**src/hdl/sac_map.vh**
```
// Register indices, field positions, reset values and resolution codes of the converter control
`ifndef SAC_MAP_VH
`define SAC_MAP_VH
// Register indices (byte address is four times the index)
`define SAC_IDX_SC1 14'h0010
`define SAC_IDX_SC2 14'h0011
`define SAC_IDX_SC3 14'h0012
`define SAC_IDX_SC4 14'h0013
`define SAC_IDX_RH 14'h0014
`define SAC_IDX_RL 14'h0015
`define SAC_IDX_CVH 14'h0016
`define SAC_IDX_CVL 14'h0017
`define SAC_IDX_IST 14'h0018
`define SAC_IDX_IMSK 14'h0019
`define SAC_IDX_PC1 14'h30ac
`define SAC_IDX_PC2 14'h30ad
// Reset values
`define SAC_RST_SC1 8'h1f
`define SAC_RST_SC2 8'h08
`define SAC_RST_ZERO 8'h00
// First control register fields
`define SAC_SC1_DONE 7
`define SAC_SC1_IEN 6
`define SAC_SC1_CONT 5
`define SAC_CHAN_OFF 5'h1f
// Second control register fields
`define SAC_SC2_ACT 7
`define SAC_SC2_TRIG 6
`define SAC_SC2_CMPEN 5
`define SAC_SC2_CMPGE 4
// Third control register fields
`define SAC_SC3_LP 7
`define SAC_SC3_DIV_HI 6
`define SAC_SC3_DIV_LO 5
`define SAC_SC3_LSMP 4
`define SAC_SC3_MODE_HI 3
`define SAC_SC3_MODE_LO 2
`define SAC_SC3_CLK_HI 1
`define SAC_SC3_CLK_LO 0
// Resolution codes
`define SAC_MODE_8 2'h0
`define SAC_MODE_12 2'h1
`define SAC_MODE_10 2'h2
// Clock source used in low-power modes
`define SAC_CLK_ASYNC 2'h3
// Queue geometry
`define SAC_QDEPTH 8
`define SAC_DEPTH_HI 2
// Interrupt status bits
`define SAC_IST_DONE 0
`define SAC_IST_CMP 1
`endif

```
**src/hdl/sac_top.v**
```verilog
// Successive-approximation converter control: register bank, channel queue, result queue, compare
//
// Added by the designer: the APB interface to the registers.
`timescale 1ns/1ns
`include "sac_map.vh"
//
// Contract
// [RULE1] Control-one write aborts, restarts unless channel off
// [RULE2] Queued channels convert in written order
// [RULE3] Queue start waits for programmed depth
// [RULE4] Channel all-ones empties queue, halts conversion
// [RULE5] Results right-justified at 8/10/12 bits
// [RULE6] Single or continuous; single returns idle
// [RULE7] Result queue up to eight, depth selectable
// [RULE8] Compare less-than or greater-equal, may interrupt
// [RULE9] Done flag set, interrupt on completion
// [RULE10] Clock source picked from four options
// [RULE11] Synchronised hardware trigger can start conversions
// [RULE12] Keeps converting in wait and deep stop
// [RULE13] Channel field selects among analog inputs
// [RULE14] Sample time and speed/power configurable
// [RULE15] Done clears on control-one write, low read
// [RULE16] Active bit set on start, cleared end/abort
// [RULE17] Hardware mode starts on trigger, not write
// [RULE18] Done with enable high asserts interrupt
// [RULE19] Reset leaves registers at reset, nothing active
module sac_top (
    // Clock and reset
    input wire clk_i,
    input wire arst_n_i,
    // APB slave
    input wire psel_i,
    input wire penable_i,
    input wire pwrite_i,
    input wire [15:0] paddr_i,
    input wire [31:0] pwdata_i,
    output wire pready_o,
    output wire [31:0] prdata_o,
    output wire pslverr_o,
    // Converter core
    output reg conv_start_o,
    output reg conv_abort_o,
    output reg [4:0] conv_chan_o,
    input wire conv_done_i,
    input wire [11:0] conv_data_i,
    output wire [1:0] conv_mode_o,
    output wire conv_long_sample_o,
    output wire conv_low_power_o,
    output wire [1:0] conv_clk_div_o,
    output wire [1:0] conv_clk_sel_o,
    output wire [15:0] pin_enable_o,
    // System
    input wire hw_trig_i,
    input wire wait_mode_i,
    input wire deep_stop_i,
    output wire irq_o
);

////////////////////////////////////////////////////////////////////////////////
// Registers and state

reg [7:0] sc1_q; // Channel, continuous, enable (done kept apart)
reg done_q; // Conversion done flag
reg [7:0] sc2_q; // Trigger, compare controls (active kept apart)
reg active_q; // Conversion active
reg [7:0] sc3_q; // Clock, mode, sample
reg [7:0] sc4_q; // Queue depth
reg [7:0] cvh_q; // Compare value high
reg [7:0] cvl_q; // Compare value low
reg [7:0] pc1_q; // Pin enables low
reg [7:0] pc2_q; // Pin enables high
reg [1:0] ist_q; // Sticky interrupt status
reg [1:0] imsk_q; // Interrupt mask
reg [4:0] chq_q [0:`SAC_QDEPTH-1]; // Channel queue
reg [11:0] res_q [0:`SAC_QDEPTH-1]; // Result queue
reg [3:0] qcnt_q; // Channels queued
reg [2:0] idx_q; // Position in current set
reg [3:0] rcnt_q; // Results held
reg [2:0] rptr_q; // Result read pointer
reg armed_q; // Waiting for hardware trigger
reg cmp_acc_q; // Any compare hit in set
reg trig_s1_q; // Trigger sync stage one
reg trig_s2_q; // Trigger sync stage two
reg trig_s3_q; // Trigger edge history
reg [31:0] rdata_q; // Read data latched in setup
reg err_q; // Unmapped access latched in setup

////////////////////////////////////////////////////////////////////////////////
// Helpers

// Right-justify a raw 12-bit core value to the chosen resolution
function [11:0] fmt_res;
    input [11:0] raw;
    input [1:0] mode;
    begin
        case (mode)
            `SAC_MODE_8: fmt_res = {4'h0, raw[11:4]};
            `SAC_MODE_10: fmt_res = {2'h0, raw[11:2]};
            default: fmt_res = raw;
        endcase
    end
endfunction

// Register index decode
function is_idx;
    input [15:0] addr;
    input [13:0] idx;
    begin
        is_idx = (addr[15:2] == idx) && (addr[1:0] == 2'h0);
    end
endfunction

////////////////////////////////////////////////////////////////////////////////
// Bus decode

wire setup = psel_i & ~penable_i; // Setup phase of a transfer
wire access = psel_i & penable_i; // Access phase, always zero-wait
wire wr_en = access & pwrite_i; // Write takes effect
wire rd_en = access & ~pwrite_i; // Read completes
wire sc1_wr = wr_en & is_idx(paddr_i, `SAC_IDX_SC1);
wire rl_rd = rd_en & is_idx(paddr_i, `SAC_IDX_RL);
wire [4:0] wr_chan = pwdata_i[4:0];
wire chan_off = (wr_chan == `SAC_CHAN_OFF);

assign pready_o = access;
assign prdata_o = rdata_q;
assign pslverr_o = access & err_q;

////////////////////////////////////////////////////////////////////////////////
// Control decode

wire trig_hw = sc2_q[`SAC_SC2_TRIG];
wire cmp_en = sc2_q[`SAC_SC2_CMPEN];
wire cmp_ge = sc2_q[`SAC_SC2_CMPGE];
wire cont = sc1_q[`SAC_SC1_CONT];
wire [1:0] mode = sc3_q[`SAC_SC3_MODE_HI:`SAC_SC3_MODE_LO];
wire [2:0] depth_f = sc4_q[`SAC_DEPTH_HI:0];
wire fifo_en = (depth_f != 3'h0); // [RULE7]
wire [3:0] qdepth = {1'b0, depth_f} + 4'h1; // [RULE7]
wire [11:0] cmp_val = {cvh_q[3:0], cvl_q};
wire [11:0] res_now = fmt_res(conv_data_i, mode); // [RULE5]
wire cmp_now = cmp_ge ? (res_now >= cmp_val) : (res_now < cmp_val); // [RULE8]
wire hw_edge = trig_s2_q & ~trig_s3_q;

// Queue reaches programmed depth with this write
wire qfill = fifo_en & sc1_wr & ~chan_off & ((qcnt_q + 4'h1) == qdepth); // [RULE3]
// Software start: a write, or the queue filling
wire sw_go = sc1_wr & ~chan_off & ~trig_hw & (~fifo_en | qfill); // [RULE1]
// Hardware start: armed and a rising trigger edge
wire hw_go = ~sc1_wr & trig_hw & armed_q & ~active_q & hw_edge; // [RULE17]
wire go = sw_go | hw_go;
// Core completion, ignored when aborted by a write in the same cycle
wire done_ev = conv_done_i & active_q & ~sc1_wr;
wire last = ~fifo_en | ({1'b0, idx_q} + 4'h1 == qdepth);
wire next_in_set = done_ev & ~last; // [RULE2]
wire restart = done_ev & last & cont & ~trig_hw; // [RULE6]
wire set_end = done_ev & last;
wire done_set = set_end & (~cmp_en | cmp_acc_q | cmp_now); // [RULE9]
wire [2:0] idx_nx = idx_q + 3'h1;

////////////////////////////////////////////////////////////////////////////////
// Outputs to the converter core

assign conv_mode_o = mode; // [RULE5]
assign conv_long_sample_o = sc3_q[`SAC_SC3_LSMP]; // [RULE14]
assign conv_low_power_o = sc3_q[`SAC_SC3_LP]; // [RULE14]
assign conv_clk_div_o = sc3_q[`SAC_SC3_DIV_HI:`SAC_SC3_DIV_LO]; // [RULE14]
// Low-power modes fall back on the asynchronous source so conversion continues
assign conv_clk_sel_o = (wait_mode_i | deep_stop_i) ? `SAC_CLK_ASYNC :
                        sc3_q[`SAC_SC3_CLK_HI:`SAC_SC3_CLK_LO]; // [RULE10] [RULE12]
assign pin_enable_o = {pc2_q, pc1_q};

// Interrupt: done with enable, or any unmasked sticky event
assign irq_o = (done_q & sc1_q[`SAC_SC1_IEN]) | (|(ist_q & imsk_q)); // [RULE18]

////////////////////////////////////////////////////////////////////////////////
// Hardware trigger synchroniser

// Two stages, then an edge history stage
always @(posedge clk_i or negedge arst_n_i) begin
    if (!arst_n_i) begin
        trig_s1_q <= 1'b0;
        trig_s2_q <= 1'b0;
        trig_s3_q <= 1'b0;
    end else begin
        trig_s1_q <= hw_trig_i; // [RULE11]
        trig_s2_q <= trig_s1_q;
        trig_s3_q <= trig_s2_q;
    end
end

////////////////////////////////////////////////////////////////////////////////
// Plain read/write registers

// Software-written configuration
always @(posedge clk_i or negedge arst_n_i) begin
    if (!arst_n_i) begin
        sc1_q <= `SAC_RST_SC1; // [RULE19]
        sc2_q <= `SAC_RST_SC2;
        sc3_q <= `SAC_RST_ZERO;
        sc4_q <= `SAC_RST_ZERO;
        cvh_q <= `SAC_RST_ZERO;
        cvl_q <= `SAC_RST_ZERO;
        pc1_q <= `SAC_RST_ZERO;
        pc2_q <= `SAC_RST_ZERO;
        imsk_q <= 2'h0;
    end else if (wr_en) begin
        // Channel field steers input selection
        if (is_idx(paddr_i, `SAC_IDX_SC1)) begin
            sc1_q <= {1'b0, pwdata_i[6:0]}; // [RULE13]
        end
        if (is_idx(paddr_i, `SAC_IDX_SC2)) begin
            sc2_q <= {1'b0, pwdata_i[6:0]};
        end
        if (is_idx(paddr_i, `SAC_IDX_SC3)) begin
            sc3_q <= pwdata_i[7:0];
        end
        if (is_idx(paddr_i, `SAC_IDX_SC4)) begin
            sc4_q <= pwdata_i[7:0];
        end
        if (is_idx(paddr_i, `SAC_IDX_CVH)) begin
            cvh_q <= pwdata_i[7:0];
        end
        if (is_idx(paddr_i, `SAC_IDX_CVL)) begin
            cvl_q <= pwdata_i[7:0];
        end
        if (is_idx(paddr_i, `SAC_IDX_PC1)) begin
            pc1_q <= pwdata_i[7:0];
        end
        if (is_idx(paddr_i, `SAC_IDX_PC2)) begin
            pc2_q <= pwdata_i[7:0];
        end
        if (is_idx(paddr_i, `SAC_IDX_IMSK)) begin
            imsk_q <= pwdata_i[1:0];
        end
    end
end

////////////////////////////////////////////////////////////////////////////////
// Conversion sequencer

// Start, abort, queue walk and continuous looping
always @(posedge clk_i or negedge arst_n_i) begin
    if (!arst_n_i) begin
        active_q <= 1'b0; // [RULE19]
        armed_q <= 1'b0;
        idx_q <= 3'h0;
        qcnt_q <= 4'h0;
        cmp_acc_q <= 1'b0;
        conv_start_o <= 1'b0;
        conv_abort_o <= 1'b0;
        conv_chan_o <= `SAC_CHAN_OFF;
    end else begin
        conv_start_o <= 1'b0;
        conv_abort_o <= 1'b0;
        if (sc1_wr) begin
            // Any write stops what is running
            conv_abort_o <= active_q; // [RULE1]
            active_q <= 1'b0; // [RULE16]
            if (chan_off) begin
                // Channel off: empty queue and disarm
                qcnt_q <= 4'h0; // [RULE4]
                armed_q <= 1'b0; // [RULE4]
            end else if (fifo_en) begin
                // Queue the channel in write order
                if (qcnt_q < qdepth) begin
                    chq_q[qcnt_q[2:0]] <= wr_chan; // [RULE2]
                    qcnt_q <= qcnt_q + 4'h1;
                end
                armed_q <= qfill & trig_hw; // [RULE17]
            end else begin
                armed_q <= trig_hw; // [RULE17]
            end
        end
        if (go) begin
            // Begin a conversion or a set
            active_q <= 1'b0 | 1'b1; // [RULE16]
            conv_start_o <= 1'b1;
            idx_q <= 3'h0;
            cmp_acc_q <= 1'b0;
            conv_chan_o <= fifo_en ? chq_q[0] : (sw_go ? wr_chan : sc1_q[4:0]); // [RULE13]
        end else if (next_in_set) begin
            // Next queued channel in order
            conv_start_o <= 1'b1;
            idx_q <= idx_nx;
            cmp_acc_q <= cmp_acc_q | cmp_now;
            conv_chan_o <= chq_q[idx_nx]; // [RULE2]
        end else if (restart) begin
            // Continuous software mode loops at once
            conv_start_o <= 1'b1; // [RULE6]
            idx_q <= 3'h0;
            cmp_acc_q <= 1'b0;
            conv_chan_o <= fifo_en ? chq_q[0] : sc1_q[4:0];
        end else if (set_end) begin
            // Hardware continuous waits for next edge; single goes idle
            active_q <= 1'b0; // [RULE16]
            cmp_acc_q <= 1'b0;
            armed_q <= cont & trig_hw; // [RULE6]
            if (fifo_en & ~cont) begin
                qcnt_q <= 4'h0;
            end
        end
    end
end

////////////////////////////////////////////////////////////////////////////////
// Result queue

// Results land by set position; low-byte read advances the pointer
always @(posedge clk_i or negedge arst_n_i) begin
    if (!arst_n_i) begin
        rcnt_q <= 4'h0;
        rptr_q <= 3'h0;
    end else if (sc1_wr & chan_off) begin
        rcnt_q <= 4'h0; // [RULE4]
        rptr_q <= 3'h0;
    end else if (done_ev) begin
        res_q[fifo_en ? idx_q : 3'h0] <= res_now; // [RULE7]
        rcnt_q <= fifo_en ? ({1'b0, idx_q} + 4'h1) : 4'h1;
        rptr_q <= 3'h0;
    end else if (rl_rd && ({1'b0, rptr_q} + 4'h1 < rcnt_q)) begin
        rptr_q <= rptr_q + 3'h1; // [RULE7]
    end
end

////////////////////////////////////////////////////////////////////////////////
// Flags

// Done flag and sticky status; a set wins over a same-cycle clear
always @(posedge clk_i or negedge arst_n_i) begin
    if (!arst_n_i) begin
        done_q <= 1'b0;
        ist_q <= 2'h0;
    end else begin
        done_q <= done_set | (done_q & ~(sc1_wr | rl_rd)); // [RULE9] [RULE15]
        ist_q[`SAC_IST_DONE] <= done_set |
            (ist_q[`SAC_IST_DONE] & ~(wr_en & is_idx(paddr_i, `SAC_IDX_IST) & pwdata_i[`SAC_IST_DONE]));
        ist_q[`SAC_IST_CMP] <= (done_ev & cmp_en & cmp_now) |
            (ist_q[`SAC_IST_CMP] & ~(wr_en & is_idx(paddr_i, `SAC_IDX_IST) & pwdata_i[`SAC_IST_CMP])); // [RULE8]
    end
end

////////////////////////////////////////////////////////////////////////////////
// Read path

// Data captured in setup, presented through the access phase
always @(posedge clk_i or negedge arst_n_i) begin
    if (!arst_n_i) begin
        rdata_q <= 32'h0000_0000;
        err_q <= 1'b0;
    end else if (setup) begin
        err_q <= 1'b0;
        rdata_q <= 32'h0000_0000;
        case (paddr_i[15:2])
            `SAC_IDX_SC1: rdata_q[7:0] <= {done_q, sc1_q[6:0]}; // [RULE9]
            `SAC_IDX_SC2: rdata_q[7:0] <= {active_q, sc2_q[6:0]}; // [RULE16]
            `SAC_IDX_SC3: rdata_q[7:0] <= sc3_q;
            `SAC_IDX_SC4: rdata_q[7:0] <= sc4_q;
            `SAC_IDX_RH: rdata_q[7:0] <= (rcnt_q != 4'h0) ? {4'h0, res_q[rptr_q][11:8]} : 8'h00;
            `SAC_IDX_RL: rdata_q[7:0] <= (rcnt_q != 4'h0) ? res_q[rptr_q][7:0] : 8'h00;
            `SAC_IDX_CVH: rdata_q[7:0] <= cvh_q;
            `SAC_IDX_CVL: rdata_q[7:0] <= cvl_q;
            `SAC_IDX_IST: rdata_q[1:0] <= ist_q;
            `SAC_IDX_IMSK: rdata_q[1:0] <= imsk_q;
            `SAC_IDX_PC1: rdata_q[7:0] <= pc1_q;
            `SAC_IDX_PC2: rdata_q[7:0] <= pc2_q;
            default: err_q <= 1'b1;
        endcase
        if (paddr_i[1:0] != 2'h0) begin
            err_q <= 1'b1;
            // Refused reads return zero even if the index matches
            rdata_q <= 32'h0000_0000;
        end
    end
end

endmodule

```
**config.mk**
```make
export PLATFORM = sky130hd
export DESIGN_NAME = sac_top
export DESIGN_NICKNAME = d
export VERILOG_FILES = /design/src/hdl/sac_top.v
export VERILOG_INCLUDE_DIRS = /design/src /design/src/hdl
export SDC_FILE = /design/constraint.sdc
export NUM_CORES = 1
export LEC_CHECK = 0
export BUFFER_PORTS_ARGS = -buffer_cell sky130_fd_sc_hd__buf_2
export CAP_MARGIN = 20
export CORE_MARGIN = 10
export CORE_UTILIZATION = 25
export DETAILED_ROUTE_END_ITERATION = 7
export PLACE_DENSITY = 0.42
export SLEW_MARGIN = 20
export SYNTH_ARGS = -nofsm -noshare
export SYNTH_HDL_FRONTEND = slang
export SYNTH_SLANG_ARGS = --single-unit
```
**constraint.sdc**
```tcl
create_clock -name clk_i -period 3.51 [get_ports clk_i]
set_input_delay 0.702 -clock clk_i [delete_from_list [all_inputs] [get_ports clk_i]]
set_output_delay 0.702 -clock clk_i [all_outputs]
set_load 0.01 [all_outputs]
```
### Word-level counts from Yosys, hierarchy flattened

Memory sizes are Yosys's and may differ from the RTL's.
Cells that the tools add are included.

| cells by class | value |
|---|---|
| $lt $le $gt $ge | 4 |
| equality and inequality tests | 16 |
| reductions and logical operators | 34 |
| multiplexer cells | 63 |
| bitwise logic cells | 65 |
| add/sub/neg operators | 6 |

Operator list:

| cell | number |
|---|---|
| equality test 14 x 5 -> 1 bit, second input constant | 10 |
| case mux 6 bit (10 select lines) | 1 |
| 2-to-1 mux 4 bit | 13 |
| bitwise AND 1 bit | 38 |
| 2-to-1 mux 1 bit | 31 |
| 2-to-1 mux 5 bit | 6 |
| equality test 14 bit, second input constant | 2 |
| case mux 12 bit (2 select lines) | 1 |
| case mux 2 bit (12 select lines) | 1 |
| 2-to-1 mux 3 bit | 7 |
| AND reduction 2 bit | 9 |
| 2-to-1 mux 8 bit | 2 |
| logical AND 1 bit | 14 |
| inverter 1 bit | 14 |
| adder 3 x 1 -> 4 bit, second input constant | 3 |
| greater-or-equal comparator 12 bit | 1 |
| < comparator 12 bit | 1 |
| OR 1 bit | 12 |
| OR reduction 12 bit | 1 |
| nonzero test 3 bit | 3 |
| equality test 4 bit | 2 |
| < comparator 4 bit | 2 |
| nonzero test 4 bit | 2 |
| adder 3 x 1 -> 3 bit, second input constant | 2 |
| other kinds (8) | 10 |

| storage, ports and cells | value |
|---|---|
| output and inout bits | 66 |
| memories | 2 |
| input port bits | 69 |
| logic and storage cells | 216 |
| register bits after elaboration | 127 |
| bits in writable memories | 136 |

Memory list:

| name | words | width | read ports | clocked after memory_dff | wr ports | RTL line | source |
|---|---|---|---|---|---|---|---|
| res_q | 8 | 12 | 1 | 0 | 1 | sac_top.v:75 | `` reg [11:0] res_q [0:`SAC_QDEPTH-1]; `` |
| chq_q | 8 | 5 | 2 | 0 | 1 | sac_top.v:74 | `` reg [4:0] chq_q [0:`SAC_QDEPTH-1]; `` |

### Logic depth before layout (Yosys ltp)

Gate-level depths: netlist of the first run.

| depth | value |
|---|---|
| depth after elaboration | 14 |
| gate-level depth with buffers | 11 |
| mapped depth without buffers | 11 |

### Worst setup path before layout of the first run

No wires, ideal clock.

| timing | value |
|---|---|
| kind | reg-to-reg |
| from | register sc4_q[0] |
| to | memory chq_q[2][0] (enable) |
| required time | 3.129 ns |
| cell stages (with the launch flop) | 11 |
| slack | 0.301 ns |
| clock period less this slack | 3.209 ns |
| arrival time | 2.828 ns |
| library setup time | 0.381 ns |
| buffers on the path | 0 |
| cells stage by stage | dfrtp_1 > inv_1 > ha_1 > inv_1 > ha_1 > nor2b_1 > o21ai_0 > nand2b_1 > a211oi_1 > nand2_1 > nor4_1 |

| between the ends | value |
|---|---|
| cells in the longest elaborated chain, start to end | 8 |
| elaborated cells on any way between the ends | 9 |
| those cells by class | 1 x add/sub; 1 x order compare; 5 x mux; 2 x reduce/logical |

RTL lines:

| item | RTL line | source |
|---|---|---|
| start, declared | sac_top.v:67 | `reg [7:0] sc4_q;` |
| start signal, assigned | sac_top.v:201 | `` sc4_q <= `SAC_RST_ZERO; `` |
| start signal, assigned | sac_top.v:219 | `sc4_q <= pwdata_i[7:0];` |
| adder 3 x 1 -> 4 bit | sac_top.v:139 | `wire [3:0] qdepth = {1'b0, depth_f} + 4'h1;` |
| < comparator 4 bit | sac_top.v:266 | `if (qcnt_q < qdepth) begin` |
| 2-to-1 mux 1 bit | sac_top.v:266 |  |
| 2-to-1 mux 1 bit * | sac_top.v:264 | `end else if (fifo_en) begin` |
| 2-to-1 mux 1 bit * | sac_top.v:260 | `if (chan_off) begin` |
| 2-to-1 mux 1 bit * | sac_top.v:256 | `if (sc1_wr) begin` |
| logical AND 1 bit (implied by the code) * | sac_top.v:267 | `chq_q[qcnt_q[2:0]] <= wr_chan;` |
| 2-to-1 mux 1 bit (implied by the code) * | sac_top.v:267 |  |
| end, declared | sac_top.v:74 |  |

Every way passes the cells marked *; elsewhere a longest branch is shown, timed or not.

### Worst setup path in the final report of the first run

| timing | value |
|---|---|
| from | register sc3_q[3] |
| to | register ist_q[1] |

| between the ends | value |
|---|---|
| cells in the longest elaborated chain, start to end | 6 |
| elaborated cells on any way between the ends | 8 |
| those cells by class | 2 x order compare; 1 x eq/ne; 2 x mux; 2 x bitwise; 1 x reduce/logical |

RTL lines:

| item | RTL line | source |
|---|---|---|
| start, declared | sac_top.v:66 | `reg [7:0] sc3_q;` |
| start signal, assigned | sac_top.v:200 | `` sc3_q <= `SAC_RST_ZERO; `` |
| start signal, assigned | sac_top.v:216 | `sc3_q <= pwdata_i[7:0];` |
| equality test 2 bit / logical NOT 2 bit (equally long branches) | sac_top.v:96 | `case (mode)` |
| case mux 12 bit (2 select lines) * | sac_top.v:96 |  |
| via res_now[8] | sac_top.v:141 | `wire [11:0] res_now = fmt_res(conv_data_i, mode);` |
| < comparator 12 bit / greater-or-equal comparator 12 bit (equally long branches) | sac_top.v:142 | `wire cmp_now = cmp_ge ? (res_now >= cmp_val) : (res_now < cmp_val);` |
| 2-to-1 mux 1 bit * | sac_top.v:142 |  |
| bitwise AND 1 bit * | sac_top.v:338 | `` ist_q[`SAC_IST_CMP] <= (done_ev & cmp_en & cmp_now) \| `` |
| OR 1 bit * | sac_top.v:338 |  |
| end signal, assigned by index | sac_top.v:336 | `` ist_q[`SAC_IST_DONE] <= done_set \| `` |
| end signal, assigned by index | sac_top.v:338 |  |
| end, declared | sac_top.v:72 | `reg [1:0] ist_q;` |

The timed path passes the listed nets; every way through them passes the cells marked *.
A chain may end at the register's enable or synchronous reset.

==> metrics.md, run 1 <==
| Metric | Value |
|---|---|
| First DRT Iteration DRCs | 497 |
| Starting density of the core | 0.252 |
| Setup Fix Bufs, Post-CTS | 0 |
| Crit end category | register |
| Combinational share of power | 0.031 |
| Most used DFF post-synth | edfxtp_1 |
| Top-area cell type share of the netlist area | 0.359 |
| Count leader, synth | edfxtp_1 |
| Seq pwr share | 0.499 |
| Largest stage delay, worst path | 0.48 ns |
| Rows | 78 |
| Post-synth EDFFs | 136 |
| Fin cells | 1629 |
| Initial antenna violation count | 0 |
| Area Overhead vs Synth | 20.4% |
| CTS root buffer | clkbuf_16 |
| Setup WS pre-CTS | -0.200 ns |
| # DRC | 0 |
| Max H-tree Level | 1 |
| Critical path class | register to register |
| Min Hold Slack | 0.0719 ns |
| Clock share of power | 0.470 |
| WP buf/inv | 2 |
| Relative slew margins | 0.438 |
| Vias/cell | 4.62 |
| Synth top cells by count | 136 x edfxtp_1, 96 x nand2_1, 92 x dfrtp_1, 47 x o21ai_0, 46 x mux2_2 |
| TritonCTS Buffers | 27 |
| Net Sw Frac | 0.219 |
| CP startpoint kind | register |
| Post-CTS sizing | 0 |
| Worst reg2reg path depth | 12 |
| Top area cells in the synthesized netlist | edfxtp_1 36%, dfrtp_1 20%, mux4_2 7.1% |
| Die width | 233 um |
| Slowest CP cell | dfrtp_1 |
| Outcome | finished clean |
| PortBufs | 86 |
| Ant diodes | 0 |
| FF-to-FF setup slack | 0.29 ns |
| Final setup vio count | 0 |
| Largest area contributor in the netlist | edfxtp_1 |
| Crit path depth | 12 |
| Clock skew | 0.0117 ns |
| Lkg Pwr | 5.66 nW |
| Skew-Pair Late Insertion Delay | 0.56 ns |
| Final HPWL DP | 24500 um |
| Die ar. | 54500 um^2 |
| Core region area | 45200 um^2 |
| CTS sink cnt | 239 |
| Vias in the first global route | 7781 |
| Clock Path Buffers | 3 |
| Cell Area, Synth | 11400 um^2 |
| CTS Hold Bufs | 0 |
| Hold Path Class | primary input to async pin |
| Mapped Cells | 863 |
| Via count | 7522 |
| Dpl cells | 1577 |
| Final count of hold timing violations | 0 |
| Critical Path Fanout Max | 9 |
| Post-synth cell types | 69 |
| Max-cap viol count | 0 |
| Syn avg cell area | 13.2 um^2 |
| Total gr overflow | 0 |
| Max Clk Rate | 310 MHz |
| Tmin final | 3.22 ns |
| First-pass GRT wire length | 50700 um |
| Power Internal | 4.65 mW |
| CTS tree | built |
| Fillers | 4571 |
| Pwr dens | 434 nW/um^2 |
| Layout cell share with drive strength beyond 1 | 0.297 |
| Clock slew at reported path FFs | 0.07 ns |
| #FFs+latches synth | 239 |
| Synth async-reset ratio | 0.431 |
| Routed Antenna Nets | 0 |
| Sequential element share of the synthesized area | 0.587 |
| Critical R2R Capture | ist_q[1]$_DFF_PN0_ |
| Maximum vdd drop | 336 uV |
| Slew @ Worst Pin | 0.835 ns |
| Die Height | 233 um |
| Max Slew Vio Count | 0 |
| Crit-path leading delay family | compound AO/OA/AOI/OAI gates |
| Net switching power | 1.30 mW |
| Final Net Count | 1101 |
| FF-to-FF Start | sc3_q[3]$_DFFE_PN0P_ |
| Pin count of the biggest net entering global routing | 51 |
| Ports | 135 |
| DRT Pass-1 Iters | 4 |
| Worst setup margin | 0.286 ns |
| Post-Route WL | 33700 um |
| Crit path required time | 3.96 ns |
| WP data arrival | 3.68 ns |
| Routability congestion estimate | 0.773 |
| GRT Util Overall | 0.123 |
| Critical path, cell by cell | buf_4 > nor2b_1 > a22o_1 > ha_1 > o21ai_0 > a21oi_1 > a221o_1 > a21o_1 > a21oi_1 > buf_4 > nor2_1 > a22o_1 |
| RSZ-0062 raised after global routing | no |
| YS warnings | 0 |
| Wirelength per Cell | 20.7 um |
| Period utilisation layout | 0.918 |
worst register-to-register path, cell delays in order (launching register included):
cell     delay (ns)
dfrtp_1        0.48
buf_4          0.25
nor2b_1        0.20
a22o_1         0.40
ha_1           0.33
o21ai_0        0.19
a21oi_1        0.10
a221o_1        0.32
a21o_1         0.16
a21oi_1        0.25
buf_4          0.17
nor2_1         0.05
a22o_1         0.22
metrics by stage:
| step | area, um^2 | total power, mW | TNS (ns) | util |
|---|---|---|---|---|
| final | 13700 | 5.95 | 0 | 0.303 |
| after global placement | 12800 | 3.21 | -0.902 | 0.284 |
| after floorplan | 11500 | 3.11 | 0 | - |
| after CTS | 13700 | 6.06 | 0 | 0.303 |
| after global routing | 13700 | 6.18 | 0 | 0.303 |
| after detailed placement | 12800 | 3.21 | -0.658 | 0.284 |
registers in the layout, indices dropped and copies added, names as in the netlist, 3 cells and up:
signal	count
qcnt_q	4
sc3_q	8
chq_q	40
conv_chan_o	5
sc1_q	7
idx_q	3
sc2_q	7
cvl_q	8
pc2_q	8
prdata_o	8
pc1_q	8
res_q	96
rptr_q	3
cvh_q	8
rcnt_q	4
sc4_q	8
layout make-up:
type,count,area (um^2),share of cell area
Sequential cell,239,6680,0.487
Clock inverter,13,128,0.00931
Multi-Input combinational cell,552,4320,0.315
Tap cell,600,751,0.0548
Clock buffer,37,743,0.0542
Timing Repair Buffer,157,973,0.0710
Inverter,31,116,0.00849
power by group through the flow:
stage / Sequential (mW) / Combinational, mW / Clock, mW
floorplan: 3.03 / 0.0833 / 0
global placement: 3.03 / 0.187 / 0
detailed placement: 3.03 / 0.188 / 0
CTS: 2.97 / 0.188 / 2.90
global route: 2.97 / 0.205 / 3.00
finish: 2.97 / 0.185 / 2.80
kinds of logic after synthesis:
group | synth area share
adders and majority gates | 0.0264
other | 0.000329
buffers and inverters | 0.0423
muxes | 0.146
AOI/OAI and AO/OA | 0.0785
and+or+nand+nor | 0.108
DFF | 0.587
xor gates and xnor gates | 0.0122
worst max-delay path by stage:
| stage | startpoint | end |
|---|---|---|
| after floorplan | sc4_q[0]$_DFFE_PN0P_ | chq_q[2][0]$_DFFE_PP_ |
| after global placement | conv_data_i[10] | ist_q[1]$_DFF_PN0_ |
| after detailed placement | conv_data_i[10] | ist_q[1]$_DFF_PN0_ |
| after CTS | sc3_q[3]$_DFFE_PN0P_ | ist_q[1]$_DFF_PN0_ |
| after global routing | sc3_q[3]$_DFFE_PN0P_ | ist_q[1]$_DFF_PN0_ |
| final | sc3_q[3]$_DFFE_PN0P_ | ist_q[1]$_DFF_PN0_ |
layer usage:
layer,vias up,wire [um],track usage
met3,39,1490,0.0183
met1,3847,15100,0.161
met4,0,777,0.0361
met2,147,16400,0.206
li1,3489,-,-
met5,-,0,0
layout by cell type, fill, tap and decap left out, drive strengths merged, types with 8 or more instances in the layout:
master  count
nor2       40
ha         24
o21ai      50
nor3       23
nor4        8
nand3      18
conb       24
clkbuf     38
a22oi      10
clkinv      9
nand2b      9
mux2       46
buf       156
dfstp      11
inv        32
edfxtp    136
a22o        8
nor2b       8
mux4       36
a21oi      24
dfrtp      92
nand2      96
mux2i      33
Note: power is estimated with default switching activity, not from simulation.
==> run 2: changes to the inputs <==
--- a/config.mk
+++ b/config.mk
@@ -8,9 +8,11 @@
 export LEC_CHECK = 0
 export BUFFER_PORTS_ARGS = -buffer_cell sky130_fd_sc_hd__buf_2
 export CAP_MARGIN = 20
+export CORE_ASPECT_RATIO = 0.8
 export CORE_MARGIN = 10
 export CORE_UTILIZATION = 25
 export DETAILED_ROUTE_END_ITERATION = 7
+export HOLD_SLACK_MARGIN = 0.06
 export PLACE_DENSITY = 0.42
 export SLEW_MARGIN = 20
 export SYNTH_ARGS = -nofsm -noshare
==> run 2 against run 1 <==
Compared with the run above: sequential share of layout area shrank 0.32 points; total power grew 6.7%; global-route usage grew 0.68 points; critical path type unchanged; critical endpoint unchanged; largest power group is now the clock network; highest routed layer unchanged.
==> metrics.md, run 2 (synthesis gave the netlist of run 1 again) <==
| Metric | Value |
|---|---|
| Routed Antenna Nets | 0 |
| Clock slew at reported path FFs | 0.06 ns |
| Max reg flops | 96 |
| Hold Path Class | primary input to async pin |
| Period utilisation layout | 0.889 |
| Max Slew Vio Count | 0 |
| Die width | 259 um |
| Worst setup margin | 0.389 ns |
| Relative slew margins | 0.385 |
| Final Net Count | 1096 |
| WP data arrival | 3.57 ns |
| Min Hold Slack | 0.0933 ns |
| CP startpoint kind | register |
| Max Clk Rate | 320 MHz |
| First-pass GRT wire length | 53500 um |
| Clock Path Buffers | 3 |
| Final count of hold timing violations | 0 |
| Setup Fix Bufs, Post-CTS | 0 |
| RSZ-0062 raised after global routing | no |
| Post-CTS sizing | 0 |
| Initial antenna violation count | 1 |
| Fin cells | 1627 |
| Tmin final | 3.12 ns |
| Final HPWL DP | 25900 um |
| Maximum vdd drop | 303 uV |
| Slew @ Worst Pin | 0.922 ns |
| Clock skew | 0.0155 ns |
| Die ar. | 54500 um^2 |
| CTS Hold Bufs | 0 |
| Pin count of the biggest net entering global routing | 34 |
| Max-cap viol count | 0 |
| Vias in the first global route | 7968 |
| Starting density of the core | 0.254 |
| TritonCTS Buffers | 28 |
| FF-to-FF setup slack | 0.39 ns |
| Outcome | finished clean |
| Most frequent cells in the layout | 136 x edfxtp_1, 96 x nand2_1, 91 x dfrtp_1 |
| Critical Path Fanout Max | 9 |
| Crit end category | register |
| Fillers | 4609 |
| Wirelength per Cell | 21.8 um |
| PortBufs | 86 |
| Setup TNS | 0 ns |
| Die Height | 211 um |
| Setup WS pre-CTS | 0.309 ns |
| GRT Util Overall | 0.130 |
| CTS tree | built |
| CTS sink cnt | 239 |
| Final setup vio count | 0 |
| Ant diodes | 0 |
| Post-Route WL | 35500 um |
| Critical path class | register to register |
| Via count | 7556 |
| Total gr overflow | 0 |
| Routability congestion estimate | 0.797 |
| Core region area | 44700 um^2 |
| Pwr dens | 460 nW/um^2 |
| # DRC | 0 |
| Max H-tree Level | 1 |
| Leading cell type in the layout, fill and taps excluded | edfxtp_1 |
| Layout cell share with drive strength beyond 1 | 0.301 |
| Ports | 135 |
| Dpl cells | 1576 |
| First DRT Iteration DRCs | 582 |
| Skew-Pair Late Insertion Delay | 0.56 ns |
| PnR Total Power | 6.35 mW |
| Reg with most FFs | res_q |
| Vias/cell | 4.64 |
| Rows | 69 |
| Lkg Pwr | 5.68 nW |
| CTS root buffer | clkbuf_16 |
| Area Overhead vs Synth | 21.3% |
| DRT Pass-1 Iters | 5 |
| Crit path required time | 3.96 ns |
run 2: changes by cell type in the layout (fill, tap and decap cells not counted), sizes merged:
cell      change
buf           -5
bufinv        +4
clkbuf        -4
clkinvlp      +3
clkinv        -2
inv           -1
run 2: report_power, final:
part	total [mW]	internal (mW)	switching, mW
Clock	3.19	1.98	1.20
Combinational	0.192	0.0506	0.141
Sequential	2.97	2.97	0.00103
Total	6.35	5.00	1.35
run 2: final cells by class:
type,instances,area [um^2],share of cell area
sequential,239,6680,0.484
tap,603,754,0.0547
inverter,31,116,0.00843
clock buffer,34,764,0.0554
clock inverter,17,246,0.0179
timing repair buffer,151,921,0.0667
multi-input combinational,552,4320,0.313
run 2: per-stage QoR:
step           instance area [um^2]  utilization
6_report                      13800        0.309
5_1_grt                       13800        0.309
4_1_cts                       13800        0.309
3_5_place_dp                  12800        0.286
3_3_place_gp                  12800        0.286
2_1_floorplan                 11500            -
run 2: routing by layer:
metal,track usage,share of wire
met4,0.0247,0.016
met2,0.190,0.42
met1,0.195,0.52
met5,0,0
met3,0.0229,0.043
run 2: path summary, 6_finish.rpt:
kind,start,end,cells after the start
max,sc3_q[3]$_DFFE_PN0P_,ist_q[1]$_DFF_PN0_,10
min,arst_n_i,rcnt_q[1]$_DFFE_PN0P_,1
max reg2reg,sc3_q[3]$_DFFE_PN0P_,ist_q[1]$_DFF_PN0_,10
min reg2reg,trig_s1_q$_DFF_PN0_,trig_s2_q$_DFF_PN0_,0
max in group asynchronous,arst_n_i,sc1_q[0]$_DFFE_PN1N_,2
min in group clk_i,hw_trig_i,trig_s1_q$_DFF_PN0_,1
run 2: worst max-delay path, cell delays in order, from the launching register on:
cell	delay [ns]
dfrtp_1	0.63
nor2b_1	0.24
a22o_1	0.43
ha_1	0.33
o21ai_0	0.16
a21oi_1	0.09
a221o_1	0.32
a21o_1	0.16
a21oi_1	0.29
nor2_1	0.12
a22o_1	0.24
